### config.mk
export PLATFORM = sky130hd
export DESIGN_NAME = sac_host_flat
export DESIGN_NICKNAME = d
export VERILOG_FILES = /design/src/core/sac_pkg.sv /design/src/core/sac_if.sv /design/src/core/sac_host.sv /design/src/core/sac_sync.sv /design/src/flat_wrapper.sv
export VERILOG_INCLUDE_DIRS = /design/src /design/src/core
export SDC_FILE = /design/constraint.sdc
export NUM_CORES = 1
export LEC_CHECK = 0
export ABC_CLOCK_PERIOD_IN_PS = 2200
export BUFFER_PORTS_ARGS = -buffer_cell sky130_fd_sc_hd__buf_2
export CAP_MARGIN = 20
export CELL_PAD_IN_SITES_DETAIL_PLACEMENT = 1
export CELL_PAD_IN_SITES_GLOBAL_PLACEMENT = 1
export CORE_MARGIN = 2
export CORE_UTILIZATION = 45
export DETAILED_ROUTE_END_ITERATION = 6
export GPL_ROUTABILITY_DRIVEN = 0
export HOLD_SLACK_MARGIN = 0.02
export PLACE_DENSITY = 0.9
export SLEW_MARGIN = 10
export SYNTH_ARGS = -nofsm -noshare
export SYNTH_HDL_FRONTEND = slang
export SYNTH_HIERARCHICAL = 1
export SYNTH_SLANG_ARGS = --single-unit
### constraint.sdc
create_clock -name clock -period 2.2 [get_ports clock]
set_input_delay 0.22 -clock clock [delete_from_list [all_inputs] [get_ports clock]]
set_output_delay 0.22 -clock clock [all_outputs]
set_load 0.05 [all_outputs]
### src/core/sac_params.svh
// Constants of the conversion sequencer and its controller
// Contract
// RULE_01 - Conversion starts on start falling edge
// RULE_02 - Host holds start high 50 ns first
// RULE_03 - Host keeps start low until not busy
// RULE_04 - Receiver samples serial data on clock fall
// RULE_05 - Truncate input ends conversion early
// RULE_06 - Max times 10, 8, 4 us
// RULE_07 - External pulses on start pace conversion
// RULE_08 - External pulse low 100 to 200 ns
// RULE_09 - Thirteen pulses; fourteenth fall restarts
// RULE_10 - Complementary straight or offset binary codes
// RULE_11 - Inverted MSB copy gives two's complement
// RULE_12 - Full resolution word is 12 bits
// RULE_13 - Busy high for whole conversion
// RULE_14 - Bit clock nominal 1.4 MHz internally; 8-bit runs a 49-cycle slot instead (about 2 MHz)
// RULE_15 - Serial output NRZ, same coding
// RULE_16 - One bit per clock, MSB first
// RULE_17 - Parallel result holds while not busy
`ifndef SAC_PARAMS_SVH
`define SAC_PARAMS_SVH

// Clock and word
`define SAC_CLK_KHZ      100000
`define SAC_W            12
`define SAC_MSB          11
`define SAC_TRIAL_INIT   12'h7ff
`define SAC_ALL_ONES     12'hfff

// Internal bit clock and conversion time limits
`define SAC_BCLK_KHZ     1400
`define SAC_TMAX12_US    10
`define SAC_TMAX10_US    8
`define SAC_TMAX8_US     4
`define SAC_SYNC_SLACK   4
`define SAC_BCLK_CYC     (`SAC_CLK_KHZ / `SAC_BCLK_KHZ)
`define SAC_FIT(t, n)    ((((t) * `SAC_CLK_KHZ / 1000) - `SAC_SYNC_SLACK) / (n))
`define SAC_MIN(a, b)    (((a) < (b)) ? (a) : (b))
`define SAC_BIT_CYC_12   `SAC_MIN(`SAC_BCLK_CYC, `SAC_FIT(`SAC_TMAX12_US, 12))
`define SAC_BIT_CYC_10   `SAC_MIN(`SAC_BCLK_CYC, `SAC_FIT(`SAC_TMAX10_US, 10))
`define SAC_BIT_CYC_8    `SAC_MIN(`SAC_BCLK_CYC, `SAC_FIT(`SAC_TMAX8_US, 8))
`define SAC_LSB_IDX_12   4'h0
`define SAC_LSB_IDX_10   4'h2
`define SAC_LSB_IDX_8    4'h4

// Host start pulse timing (least times round up)
`define SAC_NS_CEIL(ns)  ((((ns) * `SAC_CLK_KHZ / 1000) + 999) / 1000)
`define SAC_START_HI_NS  50
`define SAC_EXT_LO_NS    150
`define SAC_EXT_HI_NS    250
`define SAC_START_HI_CYC `SAC_NS_CEIL(`SAC_START_HI_NS)
`define SAC_EXT_LO_CYC   `SAC_NS_CEIL(`SAC_EXT_LO_NS)
`define SAC_EXT_HI_CYC   `SAC_NS_CEIL(`SAC_EXT_HI_NS)
`define SAC_EXT_PULSES   4'hd

// Host register map
`define SAC_A_CTRL       3'h0
`define SAC_A_STAT       3'h1
`define SAC_A_CLR        3'h2
`define SAC_A_EN         3'h3
`define SAC_A_RES        3'h4
`define SAC_A_SER        3'h5
`define SAC_CTRL_GO      0
`define SAC_CTRL_EXT     1
`define SAC_EV_DONE      0
`define SAC_EV_OVR       1
`define SAC_STAT_BUSY    2

`endif

### src/core/sac_pkg.sv
// Types shared by both ends of the conversion sequencer
package sac_pkg;
   typedef enum logic [1:0] {SAC_RES_12, SAC_RES_10, SAC_RES_8} sac_res_t;
   typedef enum logic {SAC_IDLE, SAC_CONV} sac_dev_state_t;
   typedef enum logic [2:0] {
      SAC_H_IDLE,
      SAC_H_HIGH,
      SAC_H_WAIT,
      SAC_H_PLO,
      SAC_H_PHI
   } sac_host_state_t;
endpackage

### src/core/sac_if.sv
// Link between converter sequencer and host controller
`timescale 1ns/1ps
`include "sac_params.svh"
interface sac_if;
   logic                start;
   logic                busy;
   logic                bit_clk;
   logic                serial_data;
   logic [`SAC_MSB:0]   result;
   logic                result_msb_n;

   modport dev (
      input  start,
      output busy,
      output bit_clk,
      output serial_data,
      output result,
      output result_msb_n
   );
   modport host (
      output start,
      input  busy,
      input  bit_clk,
      input  serial_data,
      input  result,
      input  result_msb_n
   );
endinterface

### src/core/sac_host.sv
// Host end: starts conversions and collects results
//
// The implementer's own choices: the address map and strobed register access.
`timescale 1ns/1ps
`include "sac_params.svh"
module sac_host (
   input  wire logic        clock,
   input  wire logic        rst_n,
   sac_if.host              link,
   input  wire logic [2:0]  addr,
   input  wire logic [15:0] wdata,
   input  wire logic        wr,
   input  wire logic        rd,
   output logic      [15:0] rdata,
   output logic             irq
);
   import sac_pkg::*;

   sac_host_state_t    hs;
   sac_host_state_t    next_hs;
   logic [7:0]         cnt;
   logic [7:0]         next_cnt;
   logic [3:0]         pulses;
   logic [3:0]         next_pulses;
   logic               start;
   logic               next_start;
   logic               seen_busy;
   logic               ctrl_ext;
   logic [1:0]         stat;
   logic [1:0]         en;
   logic [12:0]        res_q;
   logic [11:0]        ser_q;
   logic [15:0]        link_s;
   logic               busy_d;
   logic               bclk_d;

   ////////////////////////////////////////////////////////////
   // Link inputs crossing

   sac_sync #(
      .W (16)
   ) u_link_sync (
      .clock (clock),
      .rst_n (rst_n),
      .d     ({link.busy, link.bit_clk, link.serial_data,
               link.result_msb_n, link.result}),
      .q     (link_s)
   );

   wire        busy_s = link_s[15];
   wire        bclk_s = link_s[14];
   wire        sd_s   = link_s[13];
   wire [12:0] res_s  = link_s[12:0];
   wire        busy_fall = busy_d & ~busy_s;
   wire        bclk_fall = bclk_d & ~bclk_s;

   ////////////////////////////////////////////////////////////
   // Register decode

   wire wr_ctrl = wr & (addr == `SAC_A_CTRL);
   wire wr_clr  = wr & (addr == `SAC_A_CLR);
   wire wr_en   = wr & (addr == `SAC_A_EN);
   wire go      = wr_ctrl & wdata[`SAC_CTRL_GO] & (hs == SAC_H_IDLE);
   // Mode comes with the GO write itself, not the old register value
   wire go_ext  = go & wdata[`SAC_CTRL_EXT];

   // Events; a set in the clear cycle survives
   wire [1:0] ev;
   assign ev[`SAC_EV_DONE] = busy_fall;
   assign ev[`SAC_EV_OVR]  = busy_fall & stat[`SAC_EV_DONE];
   wire [1:0] clr_mask  = wr_clr ? wdata[1:0] : 2'h0;
   wire [1:0] next_stat = (stat & ~clr_mask) | ev;
   wire [1:0] next_en   = wr_en ? wdata[1:0] : en;

   // Read selection
   wire [15:0] rmux =
      (addr == `SAC_A_CTRL) ? {14'h0, ctrl_ext, 1'b0} :
      (addr == `SAC_A_STAT) ? {13'h0, busy_s, stat} :
      (addr == `SAC_A_EN)   ? {14'h0, en} :
      (addr == `SAC_A_RES)  ? {3'h0, res_q} :
      (addr == `SAC_A_SER)  ? {4'h0, ser_q} : 16'h0;

   ////////////////////////////////////////////////////////////
   // Start generator

   always_comb begin
      next_hs     = hs;
      next_cnt    = (cnt == 8'h0) ? 8'h0 : cnt - 8'h1;
      next_pulses = pulses;
      next_start  = start;
      unique case (hs)
         SAC_H_IDLE: begin
            // Start rests high so no stray fall appears
            next_start = 1'b1;
            if (go_ext) begin
               // RULE_02 rest high before first pacing fall
               next_hs     = SAC_H_PHI;
               next_cnt    = 8'(`SAC_START_HI_CYC - 1);
               next_pulses = 4'h0;
            end else if (go) begin
               // RULE_02 high at least 50 ns first
               next_hs  = SAC_H_HIGH;
               next_cnt = 8'(`SAC_START_HI_CYC - 1);
            end
         end
         SAC_H_HIGH: begin
            if (cnt == 8'h0) begin
               next_hs    = SAC_H_WAIT;
               next_start = 1'b0;
            end
         end
         SAC_H_WAIT: begin
            // RULE_03 start low until busy clears
            if (seen_busy && !busy_s) begin
               next_hs    = SAC_H_IDLE;
               next_start = 1'b1;
            end
         end
         SAC_H_PLO: begin
            // RULE_08 low width 150 ns
            if (cnt == 8'h0) begin
               next_hs     = SAC_H_PHI;
               next_start  = 1'b1;
               next_cnt    = 8'(`SAC_EXT_HI_CYC - 1);
               next_pulses = pulses + 4'h1;
            end
         end
         SAC_H_PHI: begin
            // RULE_09 thirteen pulses per conversion
            if (cnt == 8'h0 && pulses == `SAC_EXT_PULSES) begin
               next_hs = SAC_H_IDLE;
            end else if (cnt == 8'h0) begin
               // RULE_07 pulses on start pace it
               next_hs    = SAC_H_PLO;
               next_start = 1'b0;
               next_cnt   = 8'(`SAC_EXT_LO_CYC - 1);
            end
         end
      endcase
   end

   // Generator flops
   always_ff @(posedge clock or negedge rst_n) begin
      if (!rst_n) begin
         hs     <= SAC_H_IDLE;
         cnt    <= 8'h0;
         pulses <= 4'h0;
         start  <= 1'b0;
      end else begin
         hs     <= next_hs;
         cnt    <= next_cnt;
         pulses <= next_pulses;
         start  <= next_start;
      end
   end

   // Busy must be seen high before its fall counts
   always_ff @(posedge clock or negedge rst_n) begin
      if (!rst_n) begin
         seen_busy <= 1'b0;
      end else if (go) begin
         seen_busy <= 1'b0;
      end else if (busy_s) begin
         seen_busy <= 1'b1;
      end
   end

   ////////////////////////////////////////////////////////////
   // Result capture

   // RULE_04 shift serial bit at clock fall
   always_ff @(posedge clock or negedge rst_n) begin
      if (!rst_n) begin
         ser_q <= 12'h0;
      end else if (go) begin
         ser_q <= 12'h0;
      end else if (bclk_fall) begin
         ser_q <= {ser_q[10:0], sd_s};
      end
   end

   // Parallel word is stable once busy is low
   always_ff @(posedge clock or negedge rst_n) begin
      if (!rst_n) begin
         busy_d <= 1'b0;
         bclk_d <= 1'b0;
         res_q  <= 13'h0;
      end else begin
         busy_d <= busy_s;
         bclk_d <= bclk_s;
         if (busy_fall) begin
            res_q <= res_s;
         end
      end
   end

   ////////////////////////////////////////////////////////////
   // Registers, interrupt and read port

   always_ff @(posedge clock or negedge rst_n) begin
      if (!rst_n) begin
         ctrl_ext <= 1'b0;
         stat     <= 2'h0;
         en       <= 2'h0;
         irq      <= 1'b0;
         rdata    <= 16'h0;
      end else begin
         if (wr_ctrl) begin
            ctrl_ext <= wdata[`SAC_CTRL_EXT];
         end
         stat  <= next_stat;
         en    <= next_en;
         irq   <= |(next_stat & next_en);
         rdata <= rd ? rmux : 16'h0;
      end
   end

   assign link.start = start;

endmodule

### src/core/sac_sync.sv
// Two-flop synchroniser for levels from another domain
`timescale 1ns/1ps
module sac_sync #(
   parameter int W = 1
) (
   input  wire logic         clock,
   input  wire logic         rst_n,
   input  wire logic [W-1:0] d,
   output logic      [W-1:0] q
);
   logic [W-1:0] meta;

   // First stage feeds only the second
   always_ff @(posedge clock or negedge rst_n) begin
      if (!rst_n) begin
         meta <= '0;
         q    <= '0;
      end else begin
         meta <= d;
         q    <= meta;
      end
   end
endmodule

### src/flat_wrapper.sv
// flat-port wrapper written by rule: the top's interface ports become plain ports
module sac_host_flat import sac_pkg::*;
  (clock, rst_n, addr, wdata, wr, rd, rdata, irq, link_start, link_busy, link_bit_clk, link_serial_data, link_result, link_result_msb_n);
  sac_if link_i ();
  input  wire logic clock;
  input  wire logic rst_n;
  input  wire logic [2:0] addr;
  input  wire logic [15:0] wdata;
  input  wire logic wr;
  input  wire logic rd;
  output logic      [15:0] rdata;
  output logic irq;
  output wire logic [$bits(link_i.start)-1:0] link_start;
  input wire logic [$bits(link_i.busy)-1:0] link_busy;
  input wire logic [$bits(link_i.bit_clk)-1:0] link_bit_clk;
  input wire logic [$bits(link_i.serial_data)-1:0] link_serial_data;
  input wire logic [$bits(link_i.result)-1:0] link_result;
  input wire logic [$bits(link_i.result_msb_n)-1:0] link_result_msb_n;
  assign link_start = link_i.start;
  assign link_i.busy = link_busy;
  assign link_i.bit_clk = link_bit_clk;
  assign link_i.serial_data = link_serial_data;
  assign link_i.result = link_result;
  assign link_i.result_msb_n = link_result_msb_n;
  sac_host u_core (.clock(clock), .rst_n(rst_n), .link(link_i), .addr(addr), .wdata(wdata), .wr(wr), .rd(rd), .rdata(rdata), .irq(irq));
endmodule
# Yosys cells after proc, flatten, opt, wreduce, memory -nomap -nowiden

Cells that the tools add are included.

Bits in registers: 98
Input port bits: 39
Output and inout bits: 18
Word-level logic and storage cells: 98

Add/subtract/negate cells: 2
Equal/unequal tests: 17
Mux-type cells: 35
Bitwise operators: 15
Reductions and logical operators: 13

Operators by type and width:

| cell                                                  | count |
|---|---|
| two-way mux 16 bit                                    | 5 |
| two-way mux 8 bit                                     | 6 |
| two-way mux 12 bit                                    | 3 |
| one-hot mux 8 bit (3 select lines)                    | 1 |
| two-way mux 3 bit                                     | 7 |
| one-hot mux 3 bit (5 select lines)                    | 1 |
| equality test 3 x 2 -> 1 bit, second input constant   | 4 |
| bitwise AND 1 bit                                     | 9 |
| equality test 3 bit, second input constant            | 3 |
| zero test 8 bit                                       | 1 |
| two-way mux 4 bit                                     | 2 |
| inequality test 2 x 1 -> 1 bit, second input constant | 4 |
| one-hot mux 4 bit (2 select lines)                    | 1 |
| subtractor 8 x 1 -> 8 bit, second input constant      | 1 |
| equality test 3 x 1 -> 1 bit, second input constant   | 2 |
| zero test 3 bit                                       | 2 |
| two-way mux 1 bit                                     | 6 |
| inequality test 3 x 1 -> 1 bit, second input constant | 2 |
| AND reduction 3 bit                                   | 2 |
| nonzero test 2 bit                                    | 3 |
| one-hot mux 1 bit (5 select lines)                    | 1 |
| AND reduction 5 bit                                   | 1 |
| adder 4 x 1 -> 4 bit, second input constant           | 1 |
| bitwise AND 2 bit                                     | 2 |
| 9 further kinds                                       | 12 |

# Depth between registers and ports, before layout

Gate-level depths: netlist of run 1.

Word-level depth: 8
Depth in mapped cells: 7

# Modules after synthesis

Netlist of run 1, hierarchy kept.

By module, submodules not included:

| module   | times used | cells an instance | area an instance (um2) |
|---|---|---|---|
| sac_host | 1          | 274               | 2,936.6 |
| sac_sync | 1          | 32                | 800.8 |

# Least setup slack after synthesis of run 1

OpenSTA, ideal clock, no wires.

Kind: register to register
Start point: register u_core.cnt[0]
End point: register u_core.hs[0]
Setup time: 0.149 ns
Arrival: 1.556 ns
Data required time: 2.051 ns
Setup slack: 0.496 ns
Stages on the path, launching flop included: 8
Path buffers: 1
Period minus slack after synthesis: 1.704 ns
Path through: dfrtp_1 -> inv_1 -> ha_1 -> nor3b_2 -> nand2_2 -> buf_6 -> a222oi_1 -> a221oi_1

Word-level cells in the longest chain between the ends: 4
Elaborated cells on any way between the ends: 8
Classes of those cells: eq/ne: 3; mux: 2; reduce/logical: 3

RTL lines:

| element                                                                                    | RTL line        | RTL |
|---|---|---|
| start, declared                                                                            | sac_host.sv:21  | `logic [7:0] cnt;` |
| start signal, assigned                                                                     | sac_host.sv:151 | `cnt <= next_cnt;` |
| zero test 8 bit (*)                                                                        | n/a             |  |
| logical AND 1 bit (no source line)                                                         | n/a             |  |
| inequality test 3 x 1 -> 1 bit (no source line) or two-way mux 3 bit (tied branches)       | n/a             |  |
| AND reduction 5 bit (no source line) or one-hot mux 3 bit (5 select lines) (tied branches) | n/a             |  |
| end signal, assigned                                                                       | sac_host.sv:150 | `hs <= next_hs;` |
| end, declared                                                                              | sac_host.sv:19  | `sac_host_state_t hs;` |

Every way passes the cells marked *; elsewhere a longest branch is shown, timed or not.
A chain may end at the register's enable or synchronous reset.

# Final worst setup path of run 1

Start point: register u_core.cnt[0]
End point: register u_core.start, in the netlist u_core/link.start

Word-level cells in the longest chain between the ends: 4
Elaborated cells on any way between the ends: 8
Classes of those cells: eq/ne: 2; mux: 3; reduce/logical: 3

RTL lines:

| element                                                                   | RTL line        | RTL |
|---|---|---|
| zero test 8 bit (*)                                                       | n/a             |  |
| two-way mux 1 bit or logical AND 1 bit (tied branches)                    | n/a             |  |
| two-way mux 1 bit or inequality test 2 bit (tied branches)                | n/a             |  |
| one-hot mux 1 bit (5 select lines) or AND reduction 3 bit (tied branches) | n/a             |  |
| end signal, assigned                                                      | sac_host.sv:153 | `start <= next_start;` |
| end, declared                                                             | sac_host.sv:25  | `logic start;` |

Every way passes the cells marked *; elsewhere a longest branch is shown, timed or not. The select of a mux whose other input is x is not followed.

==> summary.txt, run 1 <==
Pwr
  – P_leak: 2.04 nW
  – Sw Pwr: 0.00104 W
  – Pwr dens: 860 nW/um2
  – Reg power frac: 53.7%
  – P_int: 0.00278 W
  – Peak VDD IR: 0.000391 V
  – Switching share of total power: 27.2%
  – Clock share of power: 33.5%
  – Comb power frac: 12.8%
  – Total Power: 0.00382 W

Finish
  – Fraction of layout instances using a drive strength above 1: 23.5%
  – Ant diodes: 0
  – Area Growth Syn to Fin: 18.9%
  – Layout Utilization: 54.7%
  – Nets: 409

Global routing
  – First-pass GRT wire length: 14.5 mm
  – Overflow left after global routing: 0
  – Largest net degree at the start of global routing: 65
  – GRT Util Overall: 21.3%
  – Vias in the first global route: 2,975
  – Initial antenna violation count: 0

Critical path
  – Worst Path Arrival: 2.11 ns
  – CP Launch Type: flop
  – Levels on crit path: 7
  – Max incr delay on CP: 0.42 ns
  – Crit. Startpoint: u_core/cnt[0]
  – Crit Reg-Reg Endpoint: u_core/link.start
  – CP Class: flop to flop
  – Worst Setup EP: u_core/link.start
  – Worst setup EP type: flop
  – Reg2reg start: u_core/cnt[0]
  – Worst Path Required: 2.42 ns
  – Crit-path most repeated cell: o31ai_1
  – Max FO, Critical Path: 7
  – Critical-path top delay cell: dfrtp_1
  – Critical path's top delay family: simple AND/OR/NAND/NOR gates
  – Worst R2R Path Depth: 7
  – Bufs and invs on worst path: 2
  – Reg2Reg Setup Slack: 0.31 ns
  – Cell Chain, Critical Path: inv_1 -> ha_1 -> nor3b_2 -> nand2_2 -> buf_4 -> o31ai_1 -> o31ai_1

Timing
  – Slew Viols, Final: 0
  – Top achievable clock speed: 530 MHz
  – Final hold slack: 0.124 ns
  – Unrepaired setup endpoints after global routing: false
  – Relative slew slack: 59.8%
  – Min Tclk post-route: 1.89 ns
  – Setup_tns: 0 ns
  – Setup violations, final: 0
  – Fin. Hold Viols: 0
  – Post-route worst setup slack: 0.314 ns
  – Actual slew at the worst max-slew pin: 0.601 ns
  – Crit share post-route: 85.7%
  – Clk_skew: 0.00721 ns

CTS
  – H-tree levels: 3
  – CTS Sinks: 95
  – Worst-Skew Late Latency: 0.36 ns
  – Setup bufs post-CTS: 0
  – Root buffer cell: clkbuf_8
  – Hold_buf cts: 17
  – Post-cts sizing count: 0
  – Reg clk slew, reported paths: 0.09 ns
  – Max Root-Sink Buffers: 2
  – CTS tree: done
  – CTS Buf Count: 9

Detailed routing
  – First-pass DRT Iterations: 4
  – Routed WL: 8.81 mm
  – First DRT Iteration DRCs: 124
  – Via Count: 2,599
  – Drt drc: 0
  – Wirelength per Cell: 18.5 um
  – Post-route ant nets: 0
  – Post-DR vias/cell: 5.46

Logic synthesis
  – Post-synth EDFFs: 0
  – Synth Instances: 306
  – #FFs+latches synth: 95
  – Post-synth ARST share: 100%
  – YS warnings: 6
  – Post-Syn Area: 3740 um2
  – Top_reg_cell synth: dfrtp_1
  – Register area share after synthesis: 63.6%
  – Unique masters post-synth: 47
  – Avg Cell Area, Syn: 12.2 um2

Job
  – # Max-Cap Violations: 0

Die
  – I/O pin total: 57
  – Die area: 9050 um2
  – Std-Cell Rows: 33
  – Die height: 95.1 um
  – Die X: 95.1 um
  – Area of the core: 8130 um2
  – Starting Density: 45.9%

Place
  – DP Worst Slack: 0.355 ns
  – DP Wirelength: 5.48 mm
  – Port Buffers: 39

Outcome
  – Outcome: finished, final reports clean

Hold path
  – Hold Path Class: primary input to flop
[cell families after synthesis]
logic type,after synthesis,synth area share (%)
fa+ha+maj,4,1.34
buf+inv,24,3.15
other cells,1,0.100
flops,95,63.6
compound gates,52,8.87
mux,30,8.60
xor+xnor,6,1.41
simple gates,94,12.9
[routing by layer]
layer	vias to the layer above	global-route usage (%)	share of wire, %
li1	1173	-	-
met1	1345	25.0	41
met2	70	38.0	53
met3	11	4.82	3.8
met4	0	8.09	1.6
met5	-	0	0
[cell type report]
cell class,count,area (um2)
Inverter,7,26.3
Timing Repair Buffer,64,440
Clock buffer,11,131
Sequential cell,95,2380
Fill cell,832,3690
Multi-Input combinational cell,189,1250
Clock inverter,5,88.8
Tap cell,105,131
[how the worst min path moves through the flow]
stage           from                         end  slack, ns  depth (start not counted)
2_1_floorplan  rst_n               u_core/bclk_d      -0.08                          0
3_5_place_dp   rst_n  u_core/u_link_sync/meta[4]       0.18                          1
5_1_grt           rd             u_core/rdata[1]       0.12                          3
3_3_place_gp   rst_n  u_core/u_link_sync/meta[4]       0.18                          1
6_report          rd             u_core/rdata[1]       0.12                          3
4_1_cts           rd             u_core/rdata[1]       0.11                          3
[cell usage in the layout, fill, tap and decap left out, types with 3 or more instances in the layout]
cell	netlist	final
a21oi_1	20	20
a22o_1	3	3
a22oi_1	3	3
a31oi_1	3	3
buf_2	4	38
buf_4	4	8
clkbuf_8	0	9
conb_1	1	3
dfrtp_1	95	95
dlygate4sd3_1	0	17
ha_1	4	4
inv_1	7	7
mux2_2	17	17
mux2i_1	13	13
nand2_1	30	30
nand3_1	4	4
nand4_1	5	5
nor2_1	25	25
nor2b_1	7	7
nor3_1	4	4
nor3b_1	4	4
o21ai_0	8	8
o31ai_1	3	3
xnor2_1	4	4
[state kept, by name, summed over array words and instances (netlist names)]
register,flops
u_core/u_link_sync/meta,16
u_core/u_link_sync/q,16
u_core/rdata,13
u_core/res_q,13
u_core/ser_q,12
u_core/cnt,8
u_core/pulses,4
u_core/hs,3
u_core/en,2
u_core/stat,2
u_core/bclk_d,1
u_core/busy_d,1
u_core/ctrl_ext,1
u_core/irq,1
u_core/link.start,1
u_core/seen_busy,1
[metrics by stage]
stage          cells  area (um2)
3_3_place_gp     443        4060
5_1_grt          476        4450
6_report         476        4450
2_1_floorplan    308        3740
4_1_cts          476        4450
3_5_place_dp     443        4060
[tightest hold or removal path, delay by kind of cell]
family,cells,cell delay (ns)
buffers and inverters,1,0.13
AO/OA/AOI/OAI,1,0.06
AND/OR/NAND/NOR,1,0.04
[Yosys cell counts, types with 2 or more instances]
library cell / number / area share [%]
dfrtp_1: 95 / 64
nand2_1: 30 / 3.0
nor2_1: 25 / 2.5
a21oi_1: 20 / 2.7
mux2_2: 17 / 5.1
mux2i_1: 13 / 3.5
clkbuf_1: 8 / 0.80
o21ai_0: 8 / 1.1
inv_1: 7 / 0.70
nor2b_1: 7 / 1.2
nand4_1: 5 / 0.84
buf_2: 4 / 0.54
buf_4: 4 / 0.80
ha_1: 4 / 1.3
nand3_1: 4 / 0.54
nor3_1: 4 / 0.54
nor3b_1: 4 / 0.80
xnor2_1: 4 / 0.94
a22o_1: 3 / 0.70
a22oi_1: 3 / 0.60
a31oi_1: 3 / 0.50
o31ai_1: 3 / 0.60
a21boi_0: 2 / 0.40
a21o_1: 2 / 0.40
and3b_1: 2 / 0.47
nand2b_1: 2 / 0.33
or2_2: 2 / 0.33
xor2_1: 2 / 0.47
[power groups by stage]
stage | Sequential [W] | Combinational, W | Clock, W
floorplan | 0.00210 | 0.000259 | 0
finish | 0.00205 | 0.000488 | 0.00128
CTS | 0.00205 | 0.000492 | 0.00131
global placement | 0.00206 | 0.000428 | 0
detailed placement | 0.00208 | 0.000457 | 0
global route | 0.00207 | 0.000536 | 0.00139
No activity file was read; power rests on OpenSTA's default activity.
==> run 2, diff against run 1 <==
--- a/config.mk
+++ b/config.mk
@@ -15,6 +15,7 @@
 export CORE_UTILIZATION = 45
 export DETAILED_ROUTE_END_ITERATION = 6
 export GPL_ROUTABILITY_DRIVEN = 0
+export GPL_TIMING_DRIVEN = 0
 export HOLD_SLACK_MARGIN = 0.02
 export PLACE_DENSITY = 0.9
 export SLEW_MARGIN = 10
==> summary.txt, run 2 (same netlist as run 1, synthesis figures left out) <==
Place
  – Port Buffers: 37 (-5.1%)
  – DP Worst Slack: 0.147 ns (-0.209 ns)
  – Area post-placement: 4090 um2 (+0.89%)
  – Placed insts: 451 (+1.8%)
  – DP Wirelength: 5.44 mm (-0.76%)

Critical path
  – Max FO, Critical Path: 10 (+3)
  – Worst Path Arrival: 2.21 ns (+0.10 ns)
  – Worst Path Required: 2.40 ns (-0.02 ns)
  – Cell Chain, Critical Path: inv_1 -> ha_1 -> nor3b_2 -> nand2_2 -> buf_6 -> a222oi_1 -> a221oi_1
  – CP Class: flop to flop
  – Worst setup EP type: flop
  – Critical-path top delay cell: dfrtp_1
  – Max incr delay on CP: 0.42 ns (about the same)
  – CP Launch Type: flop

Finish
  – Fill count: 843 (+1.3%)
  – Ant diodes: 0 (unchanged)
  – Most frequent cells in the layout: dfrtp_1 (95), buf_2 (40), nand2_1 (30)
  – Area Growth Syn to Fin: 20.0%
  – Multi-input gate area: 1250 um2 (+0.40%)
  – Nets: 417 (+2.0%)
  – Final Non-Filler Cells: 484 (+1.7%)
  – Top flop regs: u_core/u_link_sync/meta: 16 flops, u_core/u_link_sync/q: 16 flops
  – Register area: 2380 um2 (unchanged)
  – Design Area, Final: 4480 um2 (+0.84%)
  – Most common cell after layout, fill and taps aside: dfrtp_1
  – Fraction of layout instances using a drive strength above 1: 23.2% (-0.23 points)

Detailed routing
  – First DRT Iteration DRCs: 117 (-5.6%)
  – Wirelength per Cell: 16.6 um (-10%)
  – Drt drc: 0 (unchanged)
  – First-pass DRT Iterations: 4 (unchanged)
  – Post-DR vias/cell: 5.26 (-3.7%)
  – Routed WL: 8.02 mm (-9.0%)
  – Via Count: 2,544 (-2.1%)
  – Post-route ant nets: 0 (unchanged)

Global routing
  – First-pass GRT wire length: 13.4 mm (-7.6%)
  – Initial antenna violation count: 0 (unchanged)
  – Largest net degree at the start of global routing: 65 (unchanged)
  – Vias in the first global route: 2,817 (-5.3%)
  – GRT Util Overall: 19.8% (-1.6 points)
  – Overflow left after global routing: 0 (unchanged)

Die
  – Die height: 95.1 um (unchanged)
  – Die area: 9050 um2 (unchanged)
  – Starting Density: 45.9% (unchanged)
  – Area of the core: 8130 um2 (unchanged)
  – I/O pin total: 57 (unchanged)
  – Die X: 95.1 um (unchanged)
  – Std-Cell Rows: 33 (unchanged)

CTS
  – H-tree levels: 3 (unchanged)
  – CTS tree: done
  – Root buffer cell: clkbuf_8
  – CTS Buf Count: 9 (unchanged)
  – Reg clk slew, reported paths: 0.09 ns (about the same)
  – Worst-Skew Late Latency: 0.36 ns (about the same)
  – CTS Sinks: 95 (unchanged)
  – Setup bufs post-CTS: 0 (unchanged)
  – Max Root-Sink Buffers: 2 (unchanged)

Timing
  – Relative slew slack: 56.5% (-3.3 points)
  – Clk_skew: 0.00992 ns (+0.00271 ns)
  – Min Tclk post-route: 2.01 ns (+0.126 ns)
  – Setup violations, final: 0 (unchanged)
  – Top achievable clock speed: 497 MHz (-6.3%)
  – Setup_tns: 0 ns (unchanged)
  – Crit share post-route: 91.4% (+5.7 points)
  – Actual slew at the worst max-slew pin: 0.651 ns (+0.0500 ns)
  – Fin. Hold Viols: 0 (unchanged)
  – Unrepaired setup endpoints after global routing: false
  – Post-route worst setup slack: 0.188 ns (-0.126 ns)
  – Slew Viols, Final: 0 (unchanged)
  – Final hold slack: 0.129 ns (+0.00458 ns)

Job
  – # Max-Cap Violations: 0 (unchanged)

Pwr
  – Peak VDD IR: 0.000557 V (+43%)
  – Comb power frac: 12.9% (about the same)
  – Switching share of total power: 27.7% (+0.50 points)
  – Sw Pwr: 0.00104 W (-0.31%)
  – P_leak: 2.06 nW (+0.71%)
  – Clock share of power: 32.3% (-1.2 points)
  – P_int: 0.00271 W (-2.8%)
  – Reg power frac: 54.8% (+1.1 points)
  – Pwr dens: 835 nW/um2 (-2.9%)

Outcome
  – Outcome: finished, final reports clean

Hold path
  – Hold Path Class: primary input to flop
[run 2: changes by cell type in the layout (fill, tap and decap cells not counted), sizes merged]
| cell | before | now |
|---|---|---|
| clkinv | 0 | 1 |
| bufinv | 2 | 1 |
| clkbuf | 11 | 19 |
[run 2: routing by layer]
metal  vias up  part of all wire [%]  track usage [%]
met3        15                   2.8             3.32
met2        56                    53             35.3
met4         0                   2.5             10.0
li1       1183                     -                -
met1      1290                    42             22.8
met5         -                     0                0
[run 2: layout make-up]
type	instances	area share, %
buffer	17	2.04
clock buffer	11	3.15
clock inverter	5	1.67
inverter	7	0.586
multi-input combinational	189	28.0
sequential	95	53.0
tap	105	2.93
timing repair buffer	55	8.60
[run 2: critical path: cells and delay by family (launching register included)]
| family | cells | cell delay, ns |
|---|---|---|
| compound gates | 2 | 0.46 |
| fa+ha+maj | 1 | 0.20 |
| buf+inv | 2 | 0.27 |
| flops | 1 | 0.42 |
| simple gates | 2 | 0.51 |
[run 2: final timing paths]
check / start / to / slack (ns) / cells after the start
min in group asynchronous: rst_n / u_core/rdata[11] / 0.35 / 2
hold / removal: wdata[1] / u_core/pulses[3] / 0.13 / 2
setup / recovery: u_core/cnt[0] / u_core/hs[0] / 0.19 / 7
hold reg to reg: u_core/u_link_sync/meta[0] / u_core/u_link_sync/q[0] / 0.36 / 0
setup reg to reg: u_core/cnt[0] / u_core/hs[0] / 0.19 / 7
max in group asynchronous: rst_n / u_core/ser_q[8] / 1.22 / 3
[run 2: stage by stage]
stage	total power (W)	utilization, %
2_1_floorplan	0.00236	-
3_3_place_gp	0.00248	49.9
3_5_place_dp	0.00254	50.3
4_1_cts	0.00379	55.1
5_1_grt	0.00392	55.1
6_report	0.00374	55.1
[run 2: what timing repair did]
item                                    in CTS  in global routing
hold endpoints to repair                    47                  0
hold buffers                                17                  0
gates resized for setup                      0                  1
endpoints found under the setup margin       0                  9
[run 2: power by group through the flow]
stage               registers [W]  clock network (W)  logic, W
global placement          0.00206                  0  0.000421
detailed placement        0.00208                  0  0.000458
floorplan                 0.00210                  0  0.000259
finish                    0.00205            0.00121  0.000482
CTS                       0.00205            0.00125  0.000484
global route              0.00208            0.00131  0.000529
